===== config.mk =====
export PLATFORM = sky130hd
export DESIGN_NAME = io_supply_pin_regs
export DESIGN_NICKNAME = d
export VERILOG_FILES = /design/src/io_regs_pkg.sv /design/src/io_supply_pin_regs.sv
export VERILOG_INCLUDE_DIRS = /design/src /design/src/src
export SDC_FILE = /design/constraint.sdc
export NUM_CORES = 1
export LEC_CHECK = 0
export ABC_AREA = 0
export BUFFER_PORTS_ARGS = -buffer_cell sky130_fd_sc_hd__buf_2
export CAP_MARGIN = 10
export CORE_MARGIN = 4
export CORE_UTILIZATION = 49
export CTS_BUF_LIST = sky130_fd_sc_hd__clkbuf_16
export DETAILED_ROUTE_END_ITERATION = 6
export PLACE_DENSITY = 0.81
export SKIP_CTS_REPAIR_TIMING = 1
export SLEW_MARGIN = 20
export SYNTH_ARGS = -nofsm -noshare
export SYNTH_HDL_FRONTEND = slang
export SYNTH_SLANG_ARGS = --single-unit

===== constraint.sdc =====
create_clock -name I_CLK -period 2.8 [get_ports I_CLK]
set_clock_uncertainty 0.05 [all_clocks]
set_input_delay 0.42 -clock I_CLK [delete_from_list [all_inputs] [get_ports I_CLK]]
set_output_delay 0.42 -clock I_CLK [all_outputs]
set_load 0.05 [all_outputs]

===== src/io_regs_defines.svh =====
// Register offsets, field positions and reset values of the I/O supply and pin input slice.
// Assumes inclusion by the register block only.
`ifndef IO_REGS_DEFINES_SVH
`define IO_REGS_DEFINES_SVH
`define RESERVED_SLOT_A_ADDR 12'h00C
`define IO_SUPPLY_CONTROL_ADDR 12'h00D
`define PIN_LEVEL_STATUS_ADDR 12'h00E
`define PIN_INPUT_CONTROL_ADDR 12'h00F
`define BYTE_ADDR(idx) ((idx) << 2)
`define HV_SEL_BIT 7
`define OVERRIDE_BIT 6
`define SUPPLY_HI 5
`define SUPPLY_LO 4
`define SUPPLY_18V 2'h0
`define SUPPLY_33V 2'h3
`define RESERVED_SLOT_A_RST 8'h00
`define IO_SUPPLY_CONTROL_RST 8'h09
`define PIN_LEVEL_STATUS_RST 8'h00
`define PIN_INPUT_CONTROL_RST 8'h7F
`define AXI_RESP_OKAY 2'h0
`define AXI_RESP_SLVERR 2'h2
`endif


===== src/io_regs_pkg.sv =====
// Types shared by the I/O supply and pin input register block.
// Assumes the defines header supplies all numbers.
package io_regs_pkg;
    // Effective supply controls handed to the pad ring.
    typedef struct packed {
        logic high_voltage;
        logic [1:0] supply_level;
    } supply_ctrl_type;
    // Write-side state of the bus slave.
    typedef enum logic [1:0] {
        WR_IDLE,
        WR_RESP
    } wr_state_type;
endpackage


===== src/io_supply_pin_regs.sv =====
// AXI4-Lite register slice for I/O supply selection and general-purpose pin inputs.
// Assumes one clock; the detector level and pin levels are asynchronous to it.
// Notes on behaviour
// - Bit 7 selects 1.8 V or 3.3 V.
// - Override clear: detected level drives both controls.
// - Override set: written values drive the controls.
// - Supply field 00 is 1.8 V, 11 3.3 V.
// - Override clear: select bit reads detected level.
// - Override clear: supply field reads detected encoding.
// - Pin status bits are read-only live levels masked by the input enables.
// - Status bit n carries pin n.
// - Per-pin input enables, each resetting to one.
`timescale 1ns/1ps
`include "io_regs_defines.svh"
module io_supply_pin_regs (
    // Clock and reset.
    input wire logic I_CLK,
    input wire logic I_NRST,
    // AXI4-Lite write address and data.
    input wire logic [11:0] I_AWADDR,
    input wire logic I_AWVALID,
    output logic O_AWREADY,
    input wire logic [31:0] I_WDATA,
    input wire logic [3:0] I_WSTRB,
    input wire logic I_WVALID,
    output logic O_WREADY,
    // AXI4-Lite write response.
    output logic [1:0] O_BRESP,
    output logic O_BVALID,
    input wire logic I_BREADY,
    // AXI4-Lite read channels.
    input wire logic [11:0] I_ARADDR,
    input wire logic I_ARVALID,
    output logic O_ARREADY,
    output logic [31:0] O_RDATA,
    output logic [1:0] O_RRESP,
    output logic O_RVALID,
    input wire logic I_RREADY,
    // Supply detector and pins.
    input wire logic I_DETECTED_3V3,
    input wire logic [3:0] I_PIN_LEVEL,
    // Controls to the pad ring.
    output io_regs_pkg::supply_ctrl_type O_SUPPLY_CTRL,
    output logic [3:0] O_PIN_INPUT_ENABLE
);

    logic [7:0] reserved_a_r;
    logic [7:0] io_ctl_r;
    logic [7:0] pin_rsvd_r;
    logic [7:0] in_ctl_r;
    logic det_meta_r;
    logic det_r;
    logic [3:0] pin_meta_r;
    logic [3:0] pin_sync_r;
    logic [11:0] awaddr_r;
    logic aw_held_r;
    logic [31:0] wdata_r;
    logic w_held_r;
    logic [3:0] wstrb_r;
    io_regs_pkg::wr_state_type wr_state_r;
    logic do_write;
    logic [1:0] det_code;
    io_regs_pkg::supply_ctrl_type eff_ctrl;
    logic [7:0] io_ctl_view;
    logic [31:0] rd_word;
    logic rd_hit;

    // Two stages on the detector, so a slow supply ramp cannot upset logic.
    always_ff @(posedge I_CLK or negedge I_NRST) begin
        if (!I_NRST) begin
            det_meta_r <= 1'b0;
            det_r <= 1'b0;
        end else begin
            det_meta_r <= I_DETECTED_3V3;
            det_r <= det_meta_r;
        end
    end

    // One two-stage synchroniser per pin; the enable mask is applied at readback.
    genvar g;
    generate
        for (g = 0; g < 4; g++) begin : g_pin
            always_ff @(posedge I_CLK or negedge I_NRST) begin
                if (!I_NRST) begin
                    pin_meta_r[g] <= 1'b0;
                    pin_sync_r[g] <= 1'b0;
                end else begin
                    pin_meta_r[g] <= I_PIN_LEVEL[g];
                    pin_sync_r[g] <= pin_meta_r[g];
                end
            end
        end
    endgenerate

    // Detected level as a supply field code.
    assign det_code = det_r ? `SUPPLY_33V : `SUPPLY_18V;

    // Effective controls: written values only under override.
    always_comb begin
        if (io_ctl_r[`OVERRIDE_BIT]) begin
            eff_ctrl.high_voltage = io_ctl_r[`HV_SEL_BIT];
            eff_ctrl.supply_level = io_ctl_r[`SUPPLY_HI:`SUPPLY_LO];
        end else begin
            eff_ctrl.high_voltage = det_r;
            eff_ctrl.supply_level = det_code;
        end
    end

    // Readback shows what the pads actually use, not stale writes.
    assign io_ctl_view = {eff_ctrl.high_voltage, io_ctl_r[`OVERRIDE_BIT],
                          eff_ctrl.supply_level, io_ctl_r[3:0]};

    // Registered pad outputs.
    always_ff @(posedge I_CLK or negedge I_NRST) begin
        if (!I_NRST) begin
            O_SUPPLY_CTRL <= '0;
            O_PIN_INPUT_ENABLE <= 4'hF;
        end else begin
            O_SUPPLY_CTRL <= eff_ctrl;
            O_PIN_INPUT_ENABLE <= in_ctl_r[3:0];
        end
    end

    // Write channels: address and data are latched in either order.
    assign do_write = aw_held_r && w_held_r && wr_state_r == io_regs_pkg::WR_IDLE;

    always_ff @(posedge I_CLK or negedge I_NRST) begin
        if (!I_NRST) begin
            aw_held_r <= 1'b0;
            awaddr_r <= 12'h000;
            O_AWREADY <= 1'b0;
        end else begin
            O_AWREADY <= !aw_held_r && !O_AWREADY;
            if (I_AWVALID && O_AWREADY) begin
                aw_held_r <= 1'b1;
                awaddr_r <= I_AWADDR;
                O_AWREADY <= 1'b0;
            end else if (do_write) begin
                aw_held_r <= 1'b0;
            end
        end
    end

    always_ff @(posedge I_CLK or negedge I_NRST) begin
        if (!I_NRST) begin
            w_held_r <= 1'b0;
            wdata_r <= 32'h00000000;
            wstrb_r <= 4'h0;
            O_WREADY <= 1'b0;
        end else begin
            O_WREADY <= !w_held_r && !O_WREADY;
            if (I_WVALID && O_WREADY) begin
                w_held_r <= 1'b1;
                wdata_r <= I_WDATA;
                wstrb_r <= I_WSTRB;
                O_WREADY <= 1'b0;
            end else if (do_write) begin
                w_held_r <= 1'b0;
            end
        end
    end

    // Response; addresses outside 0x030 to 0x03F get SLVERR; unmapped addresses change nothing.
    always_ff @(posedge I_CLK or negedge I_NRST) begin
        if (!I_NRST) begin
            wr_state_r <= io_regs_pkg::WR_IDLE;
            O_BVALID <= 1'b0;
            O_BRESP <= `AXI_RESP_OKAY;
        end else begin
            unique case (wr_state_r)
                io_regs_pkg::WR_IDLE: begin
                    if (do_write) begin
                        wr_state_r <= io_regs_pkg::WR_RESP;
                        O_BVALID <= 1'b1;
                        O_BRESP <= (awaddr_r[11:4] == 8'h03) ? `AXI_RESP_OKAY : `AXI_RESP_SLVERR;
                    end
                end
                io_regs_pkg::WR_RESP: begin
                    if (I_BREADY) begin
                        wr_state_r <= io_regs_pkg::WR_IDLE;
                        O_BVALID <= 1'b0;
                    end
                end
            endcase
        end
    end

    // Register storage; only byte lane 0 carries data.
    always_ff @(posedge I_CLK or negedge I_NRST) begin
        if (!I_NRST) begin
            reserved_a_r <= `RESERVED_SLOT_A_RST;
            io_ctl_r <= `IO_SUPPLY_CONTROL_RST;
            pin_rsvd_r <= `PIN_LEVEL_STATUS_RST;
            in_ctl_r <= `PIN_INPUT_CONTROL_RST;
        end else if (do_write && wstrb_r[0]) begin
            if (awaddr_r == `BYTE_ADDR(`RESERVED_SLOT_A_ADDR)) begin
                reserved_a_r <= wdata_r[7:0];
            end
            if (awaddr_r == `BYTE_ADDR(`IO_SUPPLY_CONTROL_ADDR)) begin
                io_ctl_r <= wdata_r[7:0];
            end
            if (awaddr_r == `BYTE_ADDR(`PIN_LEVEL_STATUS_ADDR)) begin
                pin_rsvd_r[7:4] <= wdata_r[7:4];
            end
            if (awaddr_r == `BYTE_ADDR(`PIN_INPUT_CONTROL_ADDR)) begin
                in_ctl_r <= wdata_r[7:0];
            end
        end
    end

    // Read decode.
    always_comb begin
        rd_hit = 1'b1;
        rd_word = 32'h00000000;
        if (I_ARADDR == `BYTE_ADDR(`RESERVED_SLOT_A_ADDR)) begin
            rd_word[7:0] = reserved_a_r;
        end else if (I_ARADDR == `BYTE_ADDR(`IO_SUPPLY_CONTROL_ADDR)) begin
            rd_word[7:0] = io_ctl_view;
        end else if (I_ARADDR == `BYTE_ADDR(`PIN_LEVEL_STATUS_ADDR)) begin
            rd_word[7:0] = {pin_rsvd_r[7:4], pin_sync_r & in_ctl_r[3:0]};
        end else if (I_ARADDR == `BYTE_ADDR(`PIN_INPUT_CONTROL_ADDR)) begin
            rd_word[7:0] = in_ctl_r;
        end else begin
            rd_hit = 1'b0;
        end
    end

    // Read channel: one read at a time, answered the cycle after acceptance.
    // Ready idles low every other cycle; a master that holds its request is never hurt by it.
    always_ff @(posedge I_CLK or negedge I_NRST) begin
        if (!I_NRST) begin
            O_ARREADY <= 1'b0;
            O_RVALID <= 1'b0;
            O_RDATA <= 32'h00000000;
            O_RRESP <= `AXI_RESP_OKAY;
        end else begin
            O_ARREADY <= !O_RVALID && !O_ARREADY;
            if (I_ARVALID && O_ARREADY) begin
                O_ARREADY <= 1'b0;
                O_RVALID <= 1'b1;
                O_RDATA <= rd_word;
                O_RRESP <= rd_hit ? `AXI_RESP_OKAY : `AXI_RESP_SLVERR;
            end else if (O_RVALID && I_RREADY) begin
                O_RVALID <= 1'b0;
            end
        end
    end
endmodule


==> summary.md <==
| Metric | Value |
|---|---|
| Simple-gate share of the synthesized area | `0.0706` |
| Final period util | `0.809` |
| Post-DP HPWL | `4250 um` |
| Worst R2R Path Depth | `4` |
| # port buffers | `66` |
| Largest family of logic cells by synthesized area | `multiplexers` |
| Total grt overflow | `0` |
| N_diodes | `0` |
| Fin. max-slew vios | `0` |
| Cell area after layout | `4080 um^2` |
| Syn_area_per_cell | `14.4 um^2` |
| RSZ-0062 raised after global routing | `no` |
| Run status | `completed` |
| Mapped Cells | `236` |
| Final Setup Violations | `0` |
| I/O pin cnt | `120` |
| Via count | `2021` |
| Fin crit period | `2.27 ns` |
| FFs w/ async S/R, synth | `1.00` |
| Worst EP arrival | `2.43 ns` |
| DRC | `0` |
| Vias in the first global route | `2112` |
| Register area share after synthesis | `0.618` |
| Initial DRC count | `81` |
| Hold Vio Cnt, Final | `0` |
| Number of clock sinks | `83` |
| CTS Buffer Depth | `2` |
| GPL Wtd Cong | `0.758` |
| Largest net degree at the start of global routing | `84` |
| Post-synth EDFFs | `0` |
| Die area | `8310 um^2` |
| Worst-path clk slew | `0.06 ns` |
| Die span in y | `91.1 um` |
| Synth Warn # | `0` |
| Post-Synth Adder-Cell Area | `0` |
| Total negative slack | `0 ns` |
| VDD IR-drop max | `616 uV` |
| WP data required | `2.96 ns` |
| Global-route wire length before repair | `10300 um` |
| Total GRT Usage | `0.158` |
| WL/cell | `16.4 um` |
| Placed Area | `3690 um^2` |
| CORE AREA | `6760 um^2` |
| Post-synth top flop | `dfrtp_1` |
| Vias/cell | `5.14` |
| Mapped Area | `3390 um^2` |
| Die extent in x | `91.1 um` |
| Routed WL | `6450 um` |
| First-pass detailed-route iteration total | `4` |
| Post-synth cell types | `33` |
| Max Cap Viol | `0` |
| Worst R2R Setup Slack | `0.53 ns` |
| Hold EP | `pin_meta_r[1]$_DFF_PN0_` |
| PD cells | `896 nW/um^2` |
| Layout cells sized above 1 | `0.457` |
| Worst slew margin relative to its limit | `0.618` |
| Peak Freq | `441 MHz` |
| WHS Path Cells | `1` |
| H-tree depth | `3` |
| Min-delay worst type | `in -> reg` |
| CTS tree | `yes` |
| Clock latency on the worst-skew pair | `0.33 ns` |
| Hold Path Origin | `I_PIN_LEVEL[1]` |
| Xor/xnor share of the synthesized area | `0` |
| Layout Nets | `380` |
| #FFs+latches synth | `83` |
| Root Buffer Master | `clkbuf_16` |
| Path type of the worst setup path | `reg -> reg` |
| CP Launch Type | `register` |
| RR Startpoint | `awaddr_r[6]$_DFFE_PN0P_` |
| Layout area overhead | `20.4%` |
| Multiplexer share of the synthesized area | `0.190` |
| Rows | `30` |
| Reg-to-Reg End | `reserved_a_r[0]$_DFFE_PN0P_` |
| Worst-Margin Slew | `0.572 ns` |
| CTS Buf Count | `9` |
| Antenna Nets Post-Route | `0` |
| Leakage | `0.00206 uW` |
| Setup crit end kind | `register` |
| Critical path peak fanout | `8` |
| Initial Util | `0.501` |
| Antenna violations before repair | `0` |
| Compound-Gate Fraction of Synth Area | `0.0521` |
synth_stat cells, types with 3 or more instances:
| master | number | area [um^2] |
|---|---|---|
| a2111oi_0 | 4 | 35.0 |
| a211oi_1 | 4 | 30.0 |
| a21o_1 | 4 | 30.0 |
| a22o_1 | 3 | 26.3 |
| buf_4 | 27 | 203 |
| clkbuf_1 | 4 | 15.0 |
| dfrtp_1 | 70 | 1750 |
| dfstp_2 | 13 | 342 |
| inv_1 | 3 | 11.3 |
| mux2_1 | 10 | 113 |
| mux2_2 | 39 | 439 |
| mux4_2 | 4 | 90.1 |
| nand2_1 | 12 | 45.0 |
| nor2_1 | 7 | 26.3 |
| nor2b_1 | 5 | 31.3 |
| o21ai_0 | 10 | 50.1 |
layer usage:
layer	vias up	wire, um	global-route usage
met1	1002	2650	0.199
met5	-	0	0
li1	928	-	-
met3	9	381	0.0373
met4	0	80	0.0641
met2	82	3340	0.265
final cells by class:
class	instances	area [um^2]
clock buffers	9	225
clock inverters	7	124
fillers	537	2680
inverters	3	11.3
multi-input cells	143	1150
flip-flops and latches	83	2090
well taps	80	100
repair buffers	68	370
sequential cells by signal (all words and copies together) (netlist names), 8 cells and up:
register	cells
reserved_a_r	8
wdata_r	8
awaddr_r	12
O_RDATA	8
io_ctl_r	8
in_ctl_r	8
worst max path at each step:
stage / from / endpoint / slack (ns) / cells after the start
2_1_floorplan: O_BVALID$_DFFE_PN0P_ / reserved_a_r[0]$_DFFE_PN0P_ / 0.82 / 5
3_3_place_gp: awaddr_r[6]$_DFFE_PN0P_ / reserved_a_r[3]$_DFFE_PN0P_ / 0.60 / 4
3_5_place_dp: awaddr_r[6]$_DFFE_PN0P_ / reserved_a_r[7]$_DFFE_PN0P_ / 0.55 / 4
4_1_cts: awaddr_r[6]$_DFFE_PN0P_ / reserved_a_r[7]$_DFFE_PN0P_ / 0.53 / 4
5_1_grt: awaddr_r[6]$_DFFE_PN0P_ / reserved_a_r[0]$_DFFE_PN0P_ / 0.40 / 4
6_report: awaddr_r[6]$_DFFE_PN0P_ / reserved_a_r[0]$_DFFE_PN0P_ / 0.53 / 4
cell usage in the layout, fill, tap and decap left out, drive strengths merged:
cell | Yosys | layout
nor3b | 1 | 1
nor4bb | 1 | 1
dfrtp | 70 | 70
nand2b | 1 | 1
o21ai | 10 | 10
nand4 | 2 | 2
mux4 | 4 | 4
nand3b | 1 | 1
and4bb | 1 | 1
bufinv | 0 | 3
dfstp | 13 | 13
a21oi | 1 | 1
nor4 | 1 | 1
inv | 3 | 5
nand4b | 2 | 2
buf | 28 | 67
clkinvlp | 0 | 1
a2111oi | 4 | 4
nand3 | 1 | 1
nand2 | 12 | 12
nor3 | 1 | 1
a21o | 4 | 4
a22o | 3 | 3
clkbuf | 4 | 9
a211oi | 4 | 4
dlygate4sd3 | 0 | 1
nor2 | 7 | 7
or4 | 1 | 1
clkinv | 0 | 1
nand4bb | 1 | 1
conb | 1 | 26
nor2b | 5 | 5
mux2 | 49 | 49
stage by stage:
stage / hold slack [ns] / util / instances / worst slack [ns] / total power [uW]
after global placement: 0.284 / 0.546 / 375 / 0.598 / 2270
after CTS: 0.130 / 0.598 / 391 / 0.531 / 3670
after global routing: 0.132 / 0.604 / 393 / 0.404 / 3820
after detailed placement: 0.286 / 0.546 / 375 / 0.549 / 2310
after floorplan: 0.0744 / - / 261 / 0.817 / 2130
final: 0.140 / 0.604 / 393 / 0.535 / 3650
power by group:
part / total, uW / switching [uW] / internal [uW]
clock: 1360 / 485 / 879
sequential: 1600 / 178 / 1430
combinational: 687 / 426 / 261
logic make-up (layout without fill, tap and decap cells):
family | Yosys count | count (layout)
buffers and inverters | 35 | 87
multiplexers | 53 | 53
AO/OA/AOI/OAI | 26 | 26
AND/OR/NAND/NOR | 38 | 38
other | 1 | 26
flip-flops | 83 | 83
critical path: stages (launching register included):
cell,delay (ns)
dfrtp_1,0.37
nand4bb_1,0.22
nor3b_1,0.51
and4bb_1,0.60
mux2_1,0.39
(Power assumes the default switching activity.)
